## config.mk

```make
export PLATFORM = sky130hd
export DESIGN_NAME = machine_cycle_sequencer
export DESIGN_NICKNAME = d
export VERILOG_FILES = /design/src/logic/mcs_pkg.sv /design/src/logic/branch_unit.sv /design/src/logic/machine_cycle_sequencer.sv
export VERILOG_INCLUDE_DIRS = /design/src /design/src/logic
export SDC_FILE = /design/constraint.sdc
export NUM_CORES = 1
export LEC_CHECK = 0
export ABC_AREA = 0
export BUFFER_PORTS_ARGS = -buffer_cell sky130_fd_sc_hd__buf_2
export CAP_MARGIN = 10
export CORE_MARGIN = 3
export CORE_UTILIZATION = 45
export DETAILED_ROUTE_END_ITERATION = 8
export PLACE_DENSITY = 0.71
export SYNTH_ARGS = -nofsm -noshare
export SYNTH_HDL_FRONTEND = slang
export SYNTH_SLANG_ARGS = --single-unit
export TNS_END_PERCENT = 100
```

## constraint.sdc

```tcl
create_clock -name sys_clk_i -period 6.9 [get_ports sys_clk_i]
set_clock_uncertainty 0.1 [all_clocks]
set_input_delay 1.035 -clock sys_clk_i [delete_from_list [all_inputs] [get_ports sys_clk_i]]
set_output_delay 1.035 -clock sys_clk_i [all_outputs]
set_load 0.02 [all_outputs]
```

## src/logic/mcs_params.svh

```systemverilog
`ifndef MCS_PARAMS_SVH
`define MCS_PARAMS_SVH

`define MCS_OSC_PER_STATE    2
`define MCS_STATES_PER_CYCLE 6
`define MCS_PH_W             1
`define MCS_STATE_W          3
`define MCS_ADDR_W           16
`define MCS_DATA_W           8
`define MCS_PC_RESET         16'h0000
`define MCS_ACC_RESET        8'h00
`define MCS_ZERO_BYTE        8'h00
`define MCS_ONE_BYTE         8'h01
`define MCS_SFR_BASE         8'h80

`endif

```

## src/logic/mcs_pkg.sv

```systemverilog
package mcs_pkg;
  typedef enum logic [2:0] {
    ST_S1 = 3'b000,
    ST_S2 = 3'b001,
    ST_S3 = 3'b010,
    ST_S4 = 3'b011,
    ST_S5 = 3'b100,
    ST_S6 = 3'b101
  } mstate_e;

  typedef enum logic [2:0] {
    OP_SINGLE      = 3'b000,
    OP_EXT_MOVE    = 3'b001,
    OP_ACC_ZERO    = 3'b010,
    OP_ACC_NONZERO = 3'b011,
    OP_DEC_BRANCH  = 3'b100,
    OP_CMP_BRANCH  = 3'b101,
    OP_SFR_WRITE   = 3'b110
  } op_class_e;
endpackage

```

## src/logic/branch_unit.sv

```systemverilog
`timescale 1ns/1ps
`include "mcs_params.svh"
module branch_unit
  import mcs_pkg::*;
(
  input  wire logic [2:0]  op_class_i,
  input  wire logic [7:0]  acc_i,
  input  wire logic [7:0]  opnd_a_i,
  input  wire logic [7:0]  opnd_b_i,
  input  wire logic [7:0]  rel_i,
  input  wire logic [15:0] pc_next_i,
  output logic             taken_o,
  output logic [7:0]       dec_val_o,
  output logic             carry_valid_o,
  output logic             carry_o,
  output logic [15:0]      target_o
);
  always_comb begin
    dec_val_o     = opnd_a_i - `MCS_ONE_BYTE;
    taken_o       = 1'b0;
    carry_valid_o = 1'b0;
    carry_o       = 1'b0;
    case (op_class_e'(op_class_i))
      OP_ACC_ZERO:    taken_o = (acc_i == `MCS_ZERO_BYTE); // RULE14
      OP_ACC_NONZERO: taken_o = (acc_i != `MCS_ZERO_BYTE); // RULE14
      OP_DEC_BRANCH:  taken_o = (dec_val_o != `MCS_ZERO_BYTE); // RULE9
      OP_CMP_BRANCH: begin
        carry_valid_o = 1'b1;
        carry_o       = (opnd_a_i < opnd_b_i); // RULE15
        taken_o       = (opnd_a_i != opnd_b_i); // RULE15
      end
      default:        taken_o = 1'b0;
    endcase
    // sign-extended offset, reach -128..+127
    target_o = pc_next_i + {{8{rel_i[7]}}, rel_i}; // RULE13
  end
endmodule

```

## src/logic/machine_cycle_sequencer.sv

```systemverilog
`timescale 1ns/1ps
`include "mcs_params.svh"
// Contract
// RULE1 - every machine cycle walks states S1 to S6 and then returns to S1.
// RULE2 - each state lasts two oscillator periods, twelve per machine cycle.
// RULE3 - each state has a phase 1 and phase 2 of one period each, ordering fetch and execute.
// RULE4 - two code fetches are issued in each machine cycle even when unneeded.
// RULE5 - an unneeded fetched byte is discarded and the program counter is not advanced for it.
// RULE6 - a single-cycle opcode is latched in S1, the second fetch is in S4, execution ends at end of S6.
// RULE7 - an external data move takes exactly two machine cycles.
// RULE8 - only the second cycle of an external data move suppresses code fetches.
// RULE9 - decrement-branch decrements its operand and branches only on a nonzero result.
// RULE10 - unimplemented special register reads give arbitrary data and writes change nothing.
// RULE11 - software should write only zeros to unimplemented special register locations.
// RULE12 - memory is reached by 16-bit address, 8-bit data, read, write, fetch, latch and reset strobes; the code never drives wr_n_o low.
// RULE13 - a taken branch adds a signed byte to the following instruction address.
// RULE14 - zero-test branches look at the accumulator directly.
// RULE15 - compare-branch is unsigned, carry set when first is smaller, branch when unequal.
// RULE16 - reset restarts at S1 of a fresh cycle with no instruction carried over.
module machine_cycle_sequencer
  import mcs_pkg::*;
(
  input  wire logic        sys_clk_i,
  input  wire logic        sys_rst_i,
  input  wire logic [2:0]  op_class_i,
  input  wire logic        needs_byte2_i,
  input  wire logic [7:0]  opnd_b_i,
  input  wire logic        sfr_implemented_i,
  input  wire logic [7:0]  sfr_addr_i,
  input  wire logic [7:0]  data_in_i,
  output logic [15:0]      addr_o,
  output logic [7:0]       data_out_o,
  output logic             rd_n_o,
  output logic             wr_n_o,
  output logic             code_fetch_strobe_n_o,
  output logic             ale_o,
  output logic             mem_rst_n_o,
  output logic [2:0]       state_o,
  output logic             phase2_o,
  output logic             cycle_end_o,
  output logic [7:0]       instr_reg_o,
  output logic [7:0]       acc_o,
  output logic             carry_o,
  output logic             sfr_write_o
);
  logic [2:0]  state_ff, nxt_state;
  logic        phase_ff, nxt_phase;
  logic        movx2_ff, nxt_movx2;
  logic [15:0] pc_ff, nxt_pc;
  logic [7:0]  ir_ff, nxt_ir;
  logic [7:0]  opnd_ff, nxt_opnd;
  logic [7:0]  acc_ff, nxt_acc;
  logic        carry_ff, nxt_carry;
  logic [15:0] addr_ff, nxt_addr;
  logic [7:0]  dout_ff, nxt_dout;
  logic        rd_n_ff, nxt_rd_n;
  logic        wr_n_ff, nxt_wr_n;
  logic        code_fetch_strobe_n_n_ff, nxt_code_fetch_strobe_n_n;
  logic        ale_ff, nxt_ale;
  logic        rst_n_ff, nxt_rst_n;
  logic        end_ff, nxt_end;
  logic        sfrw_ff, nxt_sfrw;

  logic        br_taken;
  logic [7:0]  br_dec;
  logic        br_cvalid;
  logic        br_carry;
  logic [15:0] br_target;

  branch_unit u_branch (
    .op_class_i    (op_class_i),
    .acc_i         (acc_ff),
    .opnd_a_i      (op_class_i == OP_CMP_BRANCH ? acc_ff : opnd_ff),
    .opnd_b_i      (opnd_b_i),
    .rel_i         (data_in_i),
    .pc_next_i     (pc_ff),
    .taken_o       (br_taken),
    .dec_val_o     (br_dec),
    .carry_valid_o (br_cvalid),
    .carry_o       (br_carry),
    .target_o      (br_target)
  );

  logic fetch_slot;
  logic is_external_data_move;

  always_comb begin
    is_external_data_move    = (op_class_i == OP_EXT_MOVE);
    nxt_state  = state_ff;
    nxt_phase  = ~phase_ff; // RULE3
    nxt_movx2  = movx2_ff;
    nxt_pc     = pc_ff;
    nxt_ir     = ir_ff;
    nxt_opnd   = opnd_ff;
    nxt_acc    = acc_ff;
    nxt_carry  = carry_ff;
    nxt_addr   = addr_ff;
    nxt_dout   = dout_ff;
    nxt_rd_n   = 1'b1;
    nxt_wr_n   = 1'b1;
    nxt_code_fetch_strobe_n_n = 1'b1;
    nxt_ale    = 1'b0;
    nxt_rst_n  = 1'b1;
    nxt_end    = 1'b0;
    nxt_sfrw   = 1'b0;
    // fetch slots in S1 and S4, none in second external_data_move cycle
    fetch_slot = ((state_ff == ST_S1) || (state_ff == ST_S4)) && !movx2_ff; // RULE4 RULE6 RULE8
    if (phase_ff) begin
      // end of phase 2: advance state, two periods per state
      if (state_ff == ST_S6) begin // RULE1 RULE2
        nxt_state = ST_S1;
        nxt_end   = 1'b1; // RULE6
        if (movx2_ff) begin
          nxt_movx2 = 1'b0; // RULE7
        end else if (is_external_data_move) begin
          nxt_movx2 = 1'b1; // RULE7
        end
      end else begin
        nxt_state = state_ff + 3'd1;
      end
    end
    // strobes are registered, so they are raised one period ahead
    if (fetch_slot && !phase_ff) begin
      nxt_code_fetch_strobe_n_n = 1'b0; // RULE12 RULE3
    end
    // capture fetched byte at end of phase 2 of a fetch state
    if (fetch_slot && phase_ff) begin
      if (state_ff == ST_S1) begin
        nxt_ir = data_in_i; // RULE6
        nxt_pc = pc_ff + 16'd1;
      end else if (needs_byte2_i) begin
        nxt_opnd = data_in_i;
        nxt_pc   = pc_ff + 16'd1;
      end
      // else byte discarded, pc held RULE5
    end
    // execute at end of S6
    if (phase_ff && state_ff == ST_S6 && !movx2_ff) begin
      case (op_class_e'(op_class_i))
        OP_ACC_ZERO, OP_ACC_NONZERO: begin
          if (br_taken) nxt_pc = br_target; // RULE13 RULE14
        end
        OP_DEC_BRANCH: begin
          nxt_opnd = br_dec; // RULE9
          if (br_taken) nxt_pc = br_target; // RULE9 RULE13
        end
        OP_CMP_BRANCH: begin
          if (br_cvalid) nxt_carry = br_carry; // RULE15
          if (br_taken) nxt_pc = br_target; // RULE15
        end
        OP_SFR_WRITE: begin
          // unimplemented addresses: no state change
          nxt_sfrw = sfr_implemented_i && (sfr_addr_i >= `MCS_SFR_BASE); // RULE10
        end
        OP_SINGLE: nxt_acc = opnd_ff;
        default: nxt_acc = acc_ff;
      endcase
    end
    // address latch for the coming phase 1 of a fetch state
    if (phase_ff && (nxt_state == ST_S1 || nxt_state == ST_S4)) begin
      if (!nxt_movx2) begin
        nxt_addr = nxt_pc; // RULE12
        nxt_ale  = 1'b1; // RULE3
      end else if (nxt_state == ST_S1 && !movx2_ff) begin
        nxt_addr = {`MCS_ZERO_BYTE, opnd_ff}; // RULE12
        nxt_ale  = 1'b1;
      end
    end
    // external data move read strobe over S3..S5 of second cycle
    if (movx2_ff) begin
      if (nxt_state >= ST_S3 && nxt_state <= ST_S5) begin
        nxt_rd_n = 1'b0; // RULE12 RULE7
      end
      if (state_ff == ST_S5 && phase_ff) begin
        nxt_acc = data_in_i;
      end
    end
    nxt_dout = acc_ff;
  end

  always_ff @(posedge sys_clk_i) begin
    if (sys_rst_i) begin // RULE16
      state_ff  <= ST_S1;
      phase_ff  <= 1'b0;
      movx2_ff  <= 1'b0;
      pc_ff     <= `MCS_PC_RESET;
      ir_ff     <= `MCS_ZERO_BYTE;
      opnd_ff   <= `MCS_ZERO_BYTE;
      acc_ff    <= `MCS_ACC_RESET;
      carry_ff  <= 1'b0;
      addr_ff   <= `MCS_PC_RESET;
      dout_ff   <= `MCS_ZERO_BYTE;
      rd_n_ff   <= 1'b1;
      wr_n_ff   <= 1'b1;
      code_fetch_strobe_n_n_ff <= 1'b1;
      ale_ff    <= 1'b0;
      rst_n_ff  <= 1'b0;
      end_ff    <= 1'b0;
      sfrw_ff   <= 1'b0;
    end else begin
      state_ff  <= nxt_state;
      phase_ff  <= nxt_phase;
      movx2_ff  <= nxt_movx2;
      pc_ff     <= nxt_pc;
      ir_ff     <= nxt_ir;
      opnd_ff   <= nxt_opnd;
      acc_ff    <= nxt_acc;
      carry_ff  <= nxt_carry;
      addr_ff   <= nxt_addr;
      dout_ff   <= nxt_dout;
      rd_n_ff   <= nxt_rd_n;
      wr_n_ff   <= nxt_wr_n;
      code_fetch_strobe_n_n_ff <= nxt_code_fetch_strobe_n_n;
      ale_ff    <= nxt_ale;
      rst_n_ff  <= nxt_rst_n;
      end_ff    <= nxt_end;
      sfrw_ff   <= nxt_sfrw;
    end
  end

  assign addr_o                = addr_ff;
  assign data_out_o            = dout_ff;
  assign rd_n_o                = rd_n_ff;
  assign wr_n_o                = wr_n_ff;
  assign code_fetch_strobe_n_o = code_fetch_strobe_n_n_ff;
  assign ale_o                 = ale_ff;
  assign mem_rst_n_o           = rst_n_ff;
  assign state_o               = state_ff;
  assign phase2_o              = phase_ff;
  assign cycle_end_o           = end_ff;
  assign instr_reg_o           = ir_ff;
  assign acc_o                 = acc_ff;
  assign carry_o               = carry_ff;
  assign sfr_write_o           = sfrw_ff;
endmodule

```

==> results.md, run 1 <==
- Status: completed
- Cell Chain, Critical Path: buf_2, and3b_1, mux2i_1, ha_1, xor2_1, nor3b_2, a41oi_2, nor2_4, mux2_4, a221oi_2
- Clock share of power: 34.8%
- Sequential share of power: 53.9%
- Tot GR Track Use: 19.9%
- Crit path buf inv count: 1
- Post-synth EDFFs: 0
- Leak: 2.32 nW
- Fin worst setup slack: 2720 ps
- Cells resized by post-CTS repair: 0
- Routed Wire Length: 11300 um
- Synthesis-stage register bit count: 76
- Yosys synthesis warning count: 0
- Dpl cell area: 5060 um^2
- DRT iter0 DRCs: 232
- Internal power: 0.618 mW
- Worst-case vdd ir drop: 0.0646 mV
- IO Pins: 83
- HPWL Detailed: 8480 um
- Via count: 3949
- Crit path depth: 10
- Nature of the critical path endpoint: register
- Min-Delay Path Class: reg -> reg
- Worst path slowest cell: and3b_1
- Setup-failing EPs final: 0
- Die W: 108 um
- M1 GR Usage: 24.5%
- R2R Setup Slk: 3770 ps
- Final hold vios: 0
- CP Capture Point: addr_o[2]$_SDFFE_PP0P_
- Syn Std Cell Area: 4680 um^2
- Critical path arrival: 4330 ps
- Dominant synthesized flop cell: dfxtp_1
- Reg2reg end: addr_o[2]$_SDFFE_PP0P_
- Crit path launch: op_class_i[2]
- Slew @ Worst Pin: 1030 ps
- Sw Ratio: 26.7%
- RSZ-0062 raised after global routing: false
- Async SR Flop Fraction: 0%
- Cell class contributing the biggest share of worst-path delay: simple AND/OR/NAND/NOR gates
- Mapped Avg Cell Area: 8.99 um^2
- DRC viols: 0
- CTS Buf Count: 9
- Number of global-route vias before repair: 3876
- TritonCTS clock tree: built
- Top Usage Layer GRT: met2
- GRT overflow: 0
- Antenna Cells: 0
- Global Route met2 Usage: 33.7%
- Slowest Stage Delay on Critical Path: 560 ps
- Die Ht: 108 um
- Placeable Area: 9950 um^2
- Die area: 11700 um^2
- Initial Util: 47.0%
- Share of cells above drive strength 1: 20.9%
- Worst Hold Depth: 2
- Critical path data required time: 7050 ps
- Syn nets: 580
- PortBufs: 74
- Fin. max-slew vios: 0
- Vias/cell: 5.47
- Clock sinks: 76
- Post-synth cell types: 68
- Final Critical Period: 4180 ps
- # rows: 36
- Clock Pin Slew Worst Setup and Hold Paths: 70 ps
- Largest fanout on the critical path: 18
- Largest net degree at the start of global routing: 67
- FILL cells: 954
- Final hold slack: 356 ps
- Worst Path Class, Setup: in -> reg
- CTS H-tree depth: 3
- Final nets: 645
- Hold-fix buffers, CTS: 0
- Cell area after layout: 5210 um^2
- Worst r2r src: opnd_ff[1]$_SDFF_PP0_
- Fin crit share: 60.6%
- Initial DRT Pass Iterations: 4
- Initial antenna violation count: 0
- Worst Setup Start Kind: primary input
- GP Congestion: 0.898
- Antenna viol nets, final: 0
- Non-filler cells, final: 722
- GR Layer Usage met3: 3.94%
- Post-CTS Setup Bufs: 0
- Syn Inst Count: 521
- Sequential-to-total area share from yosys stat: 32.5%
- CTS root buffer: clkbuf_8
- Final core occ: 52.4%
- Worst skew pair latency: 350 ps
- Comb power frac: 11.3%
- First-pass GRT wire length: 18400 um
- Pwr per Cell Area: 162 nW/um^2
- Sw power: 0.225 mW
- DR WL/cell: 15.6 um
- Setup WS pre-CTS: 2390 ps
- Max_cap viols: 0
- Max-slew headroom: 31.2%
- Layout Area Growth over Synthesis: 11.4%
- Cells after DPL: 708
- Pwr Total: 0.844 mW
- Fmax: 239 MHz
- Setup tns final: 0 ps
- Clock Path Buffers: 2
- FF-to-FF path depth: 8
[worst reg2reg max path, delay by kind of cell, from the launching register on]
family	cells	cell delay (ps)
simple gates	3	1350
mux	2	610
compound gates	2	490
flops	1	390
xor+xnor	1	100
[worst min path at each step]
stage / start / end / slack (ps)
4_1_cts: addr_o[12]$_SDFFE_PP0P_ / addr_o[12]$_SDFFE_PP0P_ / 360
5_1_grt: addr_o[12]$_SDFFE_PP0P_ / addr_o[12]$_SDFFE_PP0P_ / 380
2_1_floorplan: movx2_ff$_SDFF_PP0_ / rd_n_o$_SDFF_PP1_ / 420
3_5_place_dp: addr_o[10]$_SDFFE_PP0P_ / addr_o[10]$_SDFFE_PP0P_ / 340
6_report: addr_o[12]$_SDFFE_PP0P_ / addr_o[12]$_SDFFE_PP0P_ / 360
3_3_place_gp: addr_o[12]$_SDFFE_PP0P_ / addr_o[12]$_SDFFE_PP0P_ / 330
[power groups by stage]
stage	combinational [mW]	sequential (mW)	clock, mW
2_1_floorplan	0.0643	0.468	0
3_3_place_gp	0.0925	0.464	0
3_5_place_dp	0.0957	0.464	0
4_1_cts	0.0959	0.454	0.304
5_1_grt	0.106	0.456	0.320
6_report	0.0955	0.454	0.294
[cell usage after synthesis (2+ instances only)]
| master | n | area [um^2] |
|---|---|---|
| dfxtp_1 | 76 | 1520 |
| nor2_1 | 63 | 236 |
| mux2i_1 | 42 | 420 |
| nand2_1 | 36 | 135 |
| ha_1 | 27 | 338 |
| a211oi_1 | 22 | 165 |
| a21oi_1 | 22 | 110 |
| inv_1 | 19 | 71.3 |
| o21ai_0 | 18 | 90.1 |
| xnor2_1 | 18 | 158 |
| xor2_1 | 15 | 131 |
| nor3_1 | 13 | 65.1 |
| nand3_1 | 11 | 55.1 |
| clkbuf_1 | 10 | 37.5 |
| nor2b_1 | 10 | 62.6 |
| mux2_2 | 9 | 101 |
| nand4_1 | 7 | 43.8 |
| and3_1 | 6 | 37.5 |
| nand2b_1 | 6 | 37.5 |
| and2_1 | 5 | 31.3 |
| clkbuf_8 | 5 | 68.8 |
| o21a_1 | 5 | 37.5 |
| a21o_1 | 4 | 30.0 |
| a221oi_1 | 4 | 35.0 |
| a31oi_1 | 4 | 25.0 |
| or2_2 | 4 | 25.0 |
| a221oi_2 | 3 | 45.0 |
| nor3_2 | 3 | 30.0 |
| o21bai_1 | 3 | 22.5 |
| o31a_1 | 3 | 26.3 |
| o31ai_1 | 3 | 22.5 |
| or3_1 | 3 | 18.8 |
| a22o_1 | 2 | 17.5 |
| a2bb2oi_1 | 2 | 17.5 |
| buf_6 | 2 | 22.5 |
| mux2_4 | 2 | 30.0 |
| nor2_4 | 2 | 22.5 |
| nor4_1 | 2 | 12.5 |
[cells by family (layout without fill, tap and decap cells)]
| kind of cell | count (synthesis) | after routing | share of synthesized area [%] |
|---|---|---|---|
| buffers and inverters | 42 | 110 | 5.42 |
| flip-flops | 76 | 76 | 32.5 |
| AND/OR/NAND/NOR | 183 | 183 | 20.5 |
| AO/OA/AOI/OAI | 105 | 105 | 15.9 |
| multiplexers | 53 | 53 | 11.8 |
| XOR/XNOR | 33 | 33 | 6.17 |
| adder cells (fa/ha/maj) | 28 | 28 | 7.64 |
| other | 1 | 1 | 0.0801 |
[cells in the final DEF (no fill, tap or decap), types with 2 or more instances in the layout]
| master | instances |
|---|---|
| a211oi_1 | 21 |
| a21o_1 | 4 |
| a21oi_1 | 22 |
| a221oi_1 | 4 |
| a221oi_2 | 3 |
| a22o_1 | 2 |
| a2bb2oi_1 | 2 |
| a31oi_1 | 4 |
| and2_1 | 5 |
| and3_1 | 6 |
| buf_2 | 74 |
| clkbuf_1 | 2 |
| clkbuf_8 | 10 |
| dfxtp_1 | 76 |
| ha_1 | 27 |
| inv_1 | 19 |
| mux2_2 | 9 |
| mux2_4 | 2 |
| mux2i_1 | 42 |
| nand2_1 | 36 |
| nand2b_1 | 6 |
| nand3_1 | 11 |
| nand4_1 | 7 |
| nor2_1 | 63 |
| nor2_4 | 2 |
| nor2b_1 | 10 |
| nor3_1 | 13 |
| nor3_2 | 3 |
| nor4_1 | 2 |
| o21a_1 | 5 |
| o21ai_0 | 18 |
| o21bai_1 | 3 |
| o31a_1 | 3 |
| o31ai_1 | 3 |
| or2_2 | 4 |
| or3_1 | 3 |
| xnor2_1 | 18 |
| xor2_1 | 15 |
[routing by layer]
layer	up-vias	share of wire, %
met5	-	0
met4	0	2.8
met3	20	4.9
met2	111	47
met1	1822	45
li1	1996	-
[cell type report]
class | count | area, um^2 | area share [%]
multi-input cells | 403 | 2910 | 55.8
flip-flops and latches | 76 | 1520 | 29.2
repair buffers | 75 | 378 | 7.25
well taps | 133 | 166 | 3.19
clock buffers | 12 | 145 | 2.78
inverters | 21 | 78.8 | 1.51
clock inverters | 2 | 12.5 | 0.240
[sequential cells by signal, summed over array words and instances (netlist names)]
register,count
movx2_ff,1
opnd_ff,8
mem_rst_n_o,1
carry_o,1
ale_o,1
code_fetch_strobe_n_o,1
instr_reg_o,8
state_o,3
rd_n_o,1
data_out_o,8
cycle_end_o,1
sfr_write_o,1
phase2_o,1
pc_ff,16
acc_o,8
addr_o,16
Note: power is estimated with default switching activity, not from simulation.
==> run 2: changes to the inputs <==
--- a/config.mk
+++ b/config.mk
@@ -6,13 +6,13 @@
 export SDC_FILE = /design/constraint.sdc
 export NUM_CORES = 1
 export LEC_CHECK = 0
-export ABC_AREA = 0
+export ABC_AREA = 1
 export BUFFER_PORTS_ARGS = -buffer_cell sky130_fd_sc_hd__buf_2
 export CAP_MARGIN = 10
 export CORE_MARGIN = 3
 export CORE_UTILIZATION = 45
 export DETAILED_ROUTE_END_ITERATION = 8
-export PLACE_DENSITY = 0.71
+export PLACE_DENSITY = 0.74
 export SYNTH_ARGS = -nofsm -noshare
 export SYNTH_HDL_FRONTEND = slang
 export SYNTH_SLANG_ARGS = --single-unit
==> constraint.sdc (replaced) <==
create_clock -name sys_clk_i -period 3.8 [get_ports sys_clk_i]
set_clock_uncertainty 0.1 [all_clocks]
set_input_delay 0.57 -clock sys_clk_i [delete_from_list [all_inputs] [get_ports sys_clk_i]]
set_output_delay 0.57 -clock sys_clk_i [all_outputs]
set_load 0.02 [all_outputs]
==> run 2 against run 1 <==
  * Total power grew 110%
  * Worst setup slack lost 2000 ps
  * Register-to-register slack lost 2800 ps
  * Largest power group unchanged
  * Clock-buffer cell count shrank 2
  * Global-route usage is 2.9 points higher
  * Clock power is 130% higher
  * Critical path type unchanged
==> results.md, run 2 <==
- Worst Path Class, Setup: in -> reg (unchanged)
- Syn nets: 751 (was 580)
- Ranking of synthesized cells by area: dfxtp_1, nand2_1, inv_1 (was dfxtp_1, mux2i_1, ha_1)
- Initial DRT Pass Iterations: 4 (unchanged)
- Final nets: 821 (was 645)
- R2R Setup Slk: 980 ps (was 3770 ps)
- Placeable Area: 10400 um^2 (was 9950 um^2)
- CTS H-tree depth: 3 (unchanged)
- Initial Util: 46.7% (was 47.0%)
- Post-CTS Setup Bufs: 0 (unchanged)
- Final hold vios: 0 (unchanged)
- Commonest cells in the netlist: nand2_1, inv_1, dfxtp_1, a21oi_1, nor2_1 (was dfxtp_1, nor2_1, mux2i_1, nand2_1, ha_1)
- Critical path arrival: 3160 ps (was 4330 ps)
- Mapped Avg Cell Area: 7.04 um^2 (was 8.99 um^2)
- Fmax: 330 MHz
- Most frequent cells in the layout: nand2_1, inv_1, dfxtp_1 (was dfxtp_1, buf_2, nor2_1)
- Antenna Cells: 0 (unchanged)
- Critical path data required time: 3930 ps (was 7050 ps)
- PortBufs: 74 (unchanged)
- Share of cells above drive strength 1: 19.6% (was 20.9%)
- Setup tns final: 0 ps (unchanged)
- Async SR Flop Fraction: 0% (unchanged)
- Slew @ Worst Pin: 791 ps (was 1030 ps)
- Sw power: 0.521 mW (was 0.225 mW)
- Die area: 12100 um^2 (was 11700 um^2)
- Sw Ratio: 29.1% (was 26.7%)
- Dpl cell area: 5300 um^2 (was 5060 um^2)
- Largest area contributor in the netlist: dfxtp_1 (unchanged)
- Largest net degree at the start of global routing: 55 (was 67)
- Syn Std Cell Area: 4870 um^2 (was 4680 um^2)
- Clock sinks: 76 (unchanged)
- GRT overflow: 0 (unchanged)
- Worst skew pair latency: 360 ps (was 350 ps)
- RSZ-0062 raised after global routing: false (unchanged)
- Via count: 4790 (was 3949)
- Vias/cell: 5.30 (was 5.47)
- Clock share of power: 38.3% (was 34.8%)
- GP Congestion: 0.891 (was 0.898)
- Max_cap viols: 0 (unchanged)
- Dominant synthesized flop cell: dfxtp_1 (unchanged)
- Fin. max-slew vios: 0 (unchanged)
- Die W: 110 um (was 108 um)
- Setup-failing EPs final: 0 (unchanged)
- TritonCTS clock tree: built (unchanged)
- Sequential-to-total area share from yosys stat: 31.3% (was 32.5%)
- Cells resized by post-CTS repair: 0 (unchanged)
- Largest fanout on the critical path: 17 (was 18)
- Top-area cell type share of the netlist area: 31.3% (was 32.5%)
- DRT iter0 DRCs: 455 (was 232)
- Internal power: 1.27 mW (was 0.618 mW)
- IO Pins: 83 (unchanged)
- Cell area after layout: 5510 um^2 (was 5210 um^2)
- CTS Buf Count: 9 (unchanged)
- Top-count cell post-synth: nand2_1 (was dfxtp_1)
- Min-Delay Path Class: reg -> reg (unchanged)
- Initial antenna violation count: 0 (unchanged)
- CTS root buffer: clkbuf_8 (unchanged)
- HPWL Detailed: 9970 um (was 8480 um)
- Die Ht: 110 um (was 108 um)
- Post-synth EDFFs: 0 (unchanged)
- Number of global-route vias before repair: 4514 (was 3876)
- First-pass GRT wire length: 21600 um (was 18400 um)
- Routed Wire Length: 13100 um (was 11300 um)
- Fin crit share: 79.8%
- Hold-fix buffers, CTS: 0 (unchanged)
- # rows: 37 (was 36)
- Nature of the critical path endpoint: register (unchanged)
- Syn Inst Count: 692 (was 521)
- Status: completed (unchanged)
- DR WL/cell: 14.5 um (was 15.6 um)
- Synthesis-stage register bit count: 76 (unchanged)
- Max-slew headroom: 47.2% (was 31.2%)
- Worst-case vdd ir drop: 0.143 mV (was 0.0646 mV)
- Leak: 2.83 nW (was 2.32 nW)
- Clock Pin Slew Worst Setup and Hold Paths: 90 ps (was 70 ps)
- Pwr per Cell Area: 325 nW/um^2 (was 162 nW/um^2)
- Clock Path Buffers: 2 (unchanged)
- Sequential share of power: 46.1% (was 53.9%)
- Final Critical Period: 3030 ps
- Tot GR Track Use: 22.7% (was 19.9%)
- DRC viols: 0 (unchanged)
- Post-synth cell types: 47 (was 68)
- Yosys synthesis warning count: 0 (unchanged)
- Antenna viol nets, final: 0 (unchanged)
- Comb power frac: 15.6% (was 11.3%)
- Layout Area Growth over Synthesis: 13.3% (was 11.4%)
- Worst Setup Start Kind: primary input (unchanged)
- Most common cell after layout, fill and taps aside: nand2_1 (was dfxtp_1)
-- run 2: cell types whose count changed after synthesis, moves of 8 or more --
cell,change
a21oi_1,+35
nand3_2,+9
nor2b_1,-10
o21ai_0,+19
mux2i_1,-42
a211oi_1,-21
xnor2_1,-12
mux2_2,-9
xor2_1,+8
nand2_2,+16
inv_1,+73
nand3_1,+38
nand2_1,+109
-- run 2: routing by layer --
metal | GRT usage [%] | part of all wire (%) | up-vias
met3 | 3.96 | 5.8 | 17
met5 | 0 | 0 | -
met4 | 6.95 | 1.5 | 0
li1 | - | - | 2389
met2 | 36.3 | 46 | 158
met1 | 31.3 | 47 | 2226
-- run 2: per-stage QoR --
step | power (mW) | worst slack, ps | std cells | utilization, % | hold WS (ps)
floorplan | 1.05 | 945 | 692 | - | 322
global placement | 1.11 | 453 | 887 | 50.9 | 355
detailed placement | 1.12 | 436 | 887 | 50.9 | 356
CTS | 1.80 | 814 | 903 | 52.9 | 369
global route | 1.87 | 461 | 903 | 52.9 | 406
finish | 1.79 | 767 | 903 | 52.9 | 368
-- run 2: final timing paths --
check                                               to  cells past startpoint                    from
worst max-delay path            addr_o[5]$_SDFFE_PP0P_                     15           op_class_i[2]
worst min register to register  addr_o[6]$_SDFFE_PP0P_                      2  addr_o[6]$_SDFFE_PP0P_
worst max register to register  addr_o[8]$_SDFFE_PP0P_                     15     pc_ff[0]$_SDFF_PP0_
worst min-delay path            addr_o[6]$_SDFFE_PP0P_                      2  addr_o[6]$_SDFFE_PP0P_
-- run 2: logic make-up (layout without fill, tap and decap cells) --
logic type                 Yosys count  after routing  synth area share (%)
other                                1              1                0.0770
xor gates and xnor gates            29             29                  5.22
buffers and inverters              118            193                  10.9
adders and majority gates           28             28                  7.35
and+or+nand+nor                    310            310                  29.5
DFF                                 76             76                  31.3
AOI/OAI and AO/OA                  130            130                  15.7
-- run 2: critical path, stage by stage --
cell and delay [ps]:
buf_2 220, nand3_4 250, o21ai_0 300, inv_1 120, ha_1 310, nand2_1 90
nor3_1 210, a31oi_1 110, a31oi_1 280, nand2_4 100, buf_4 220, nand3_1 120
nand3_1 120, nand2_1 90, a21oi_2 50
-- run 2: cell type report --
cell class                      count  area [um^2]
Sequential cell                    76         1520
Inverter                           96          363
Fill cell                        1027         4900
Timing Repair Buffer               81          423
Clock inverter                      6         86.3
Tap cell                          136          170
Clock buffer                       10          128
Multi-Input combinational cell    498         2820
-- run 2: power groups by stage --
stage | clock, mW | sequential [mW] | combinational [mW]
2_1_floorplan | 0 | 0.855 | 0.193
3_3_place_gp | 0 | 0.843 | 0.270
3_5_place_dp | 0 | 0.844 | 0.276
4_1_cts | 0.695 | 0.825 | 0.278
5_1_grt | 0.731 | 0.827 | 0.315
6_report | 0.685 | 0.825 | 0.280
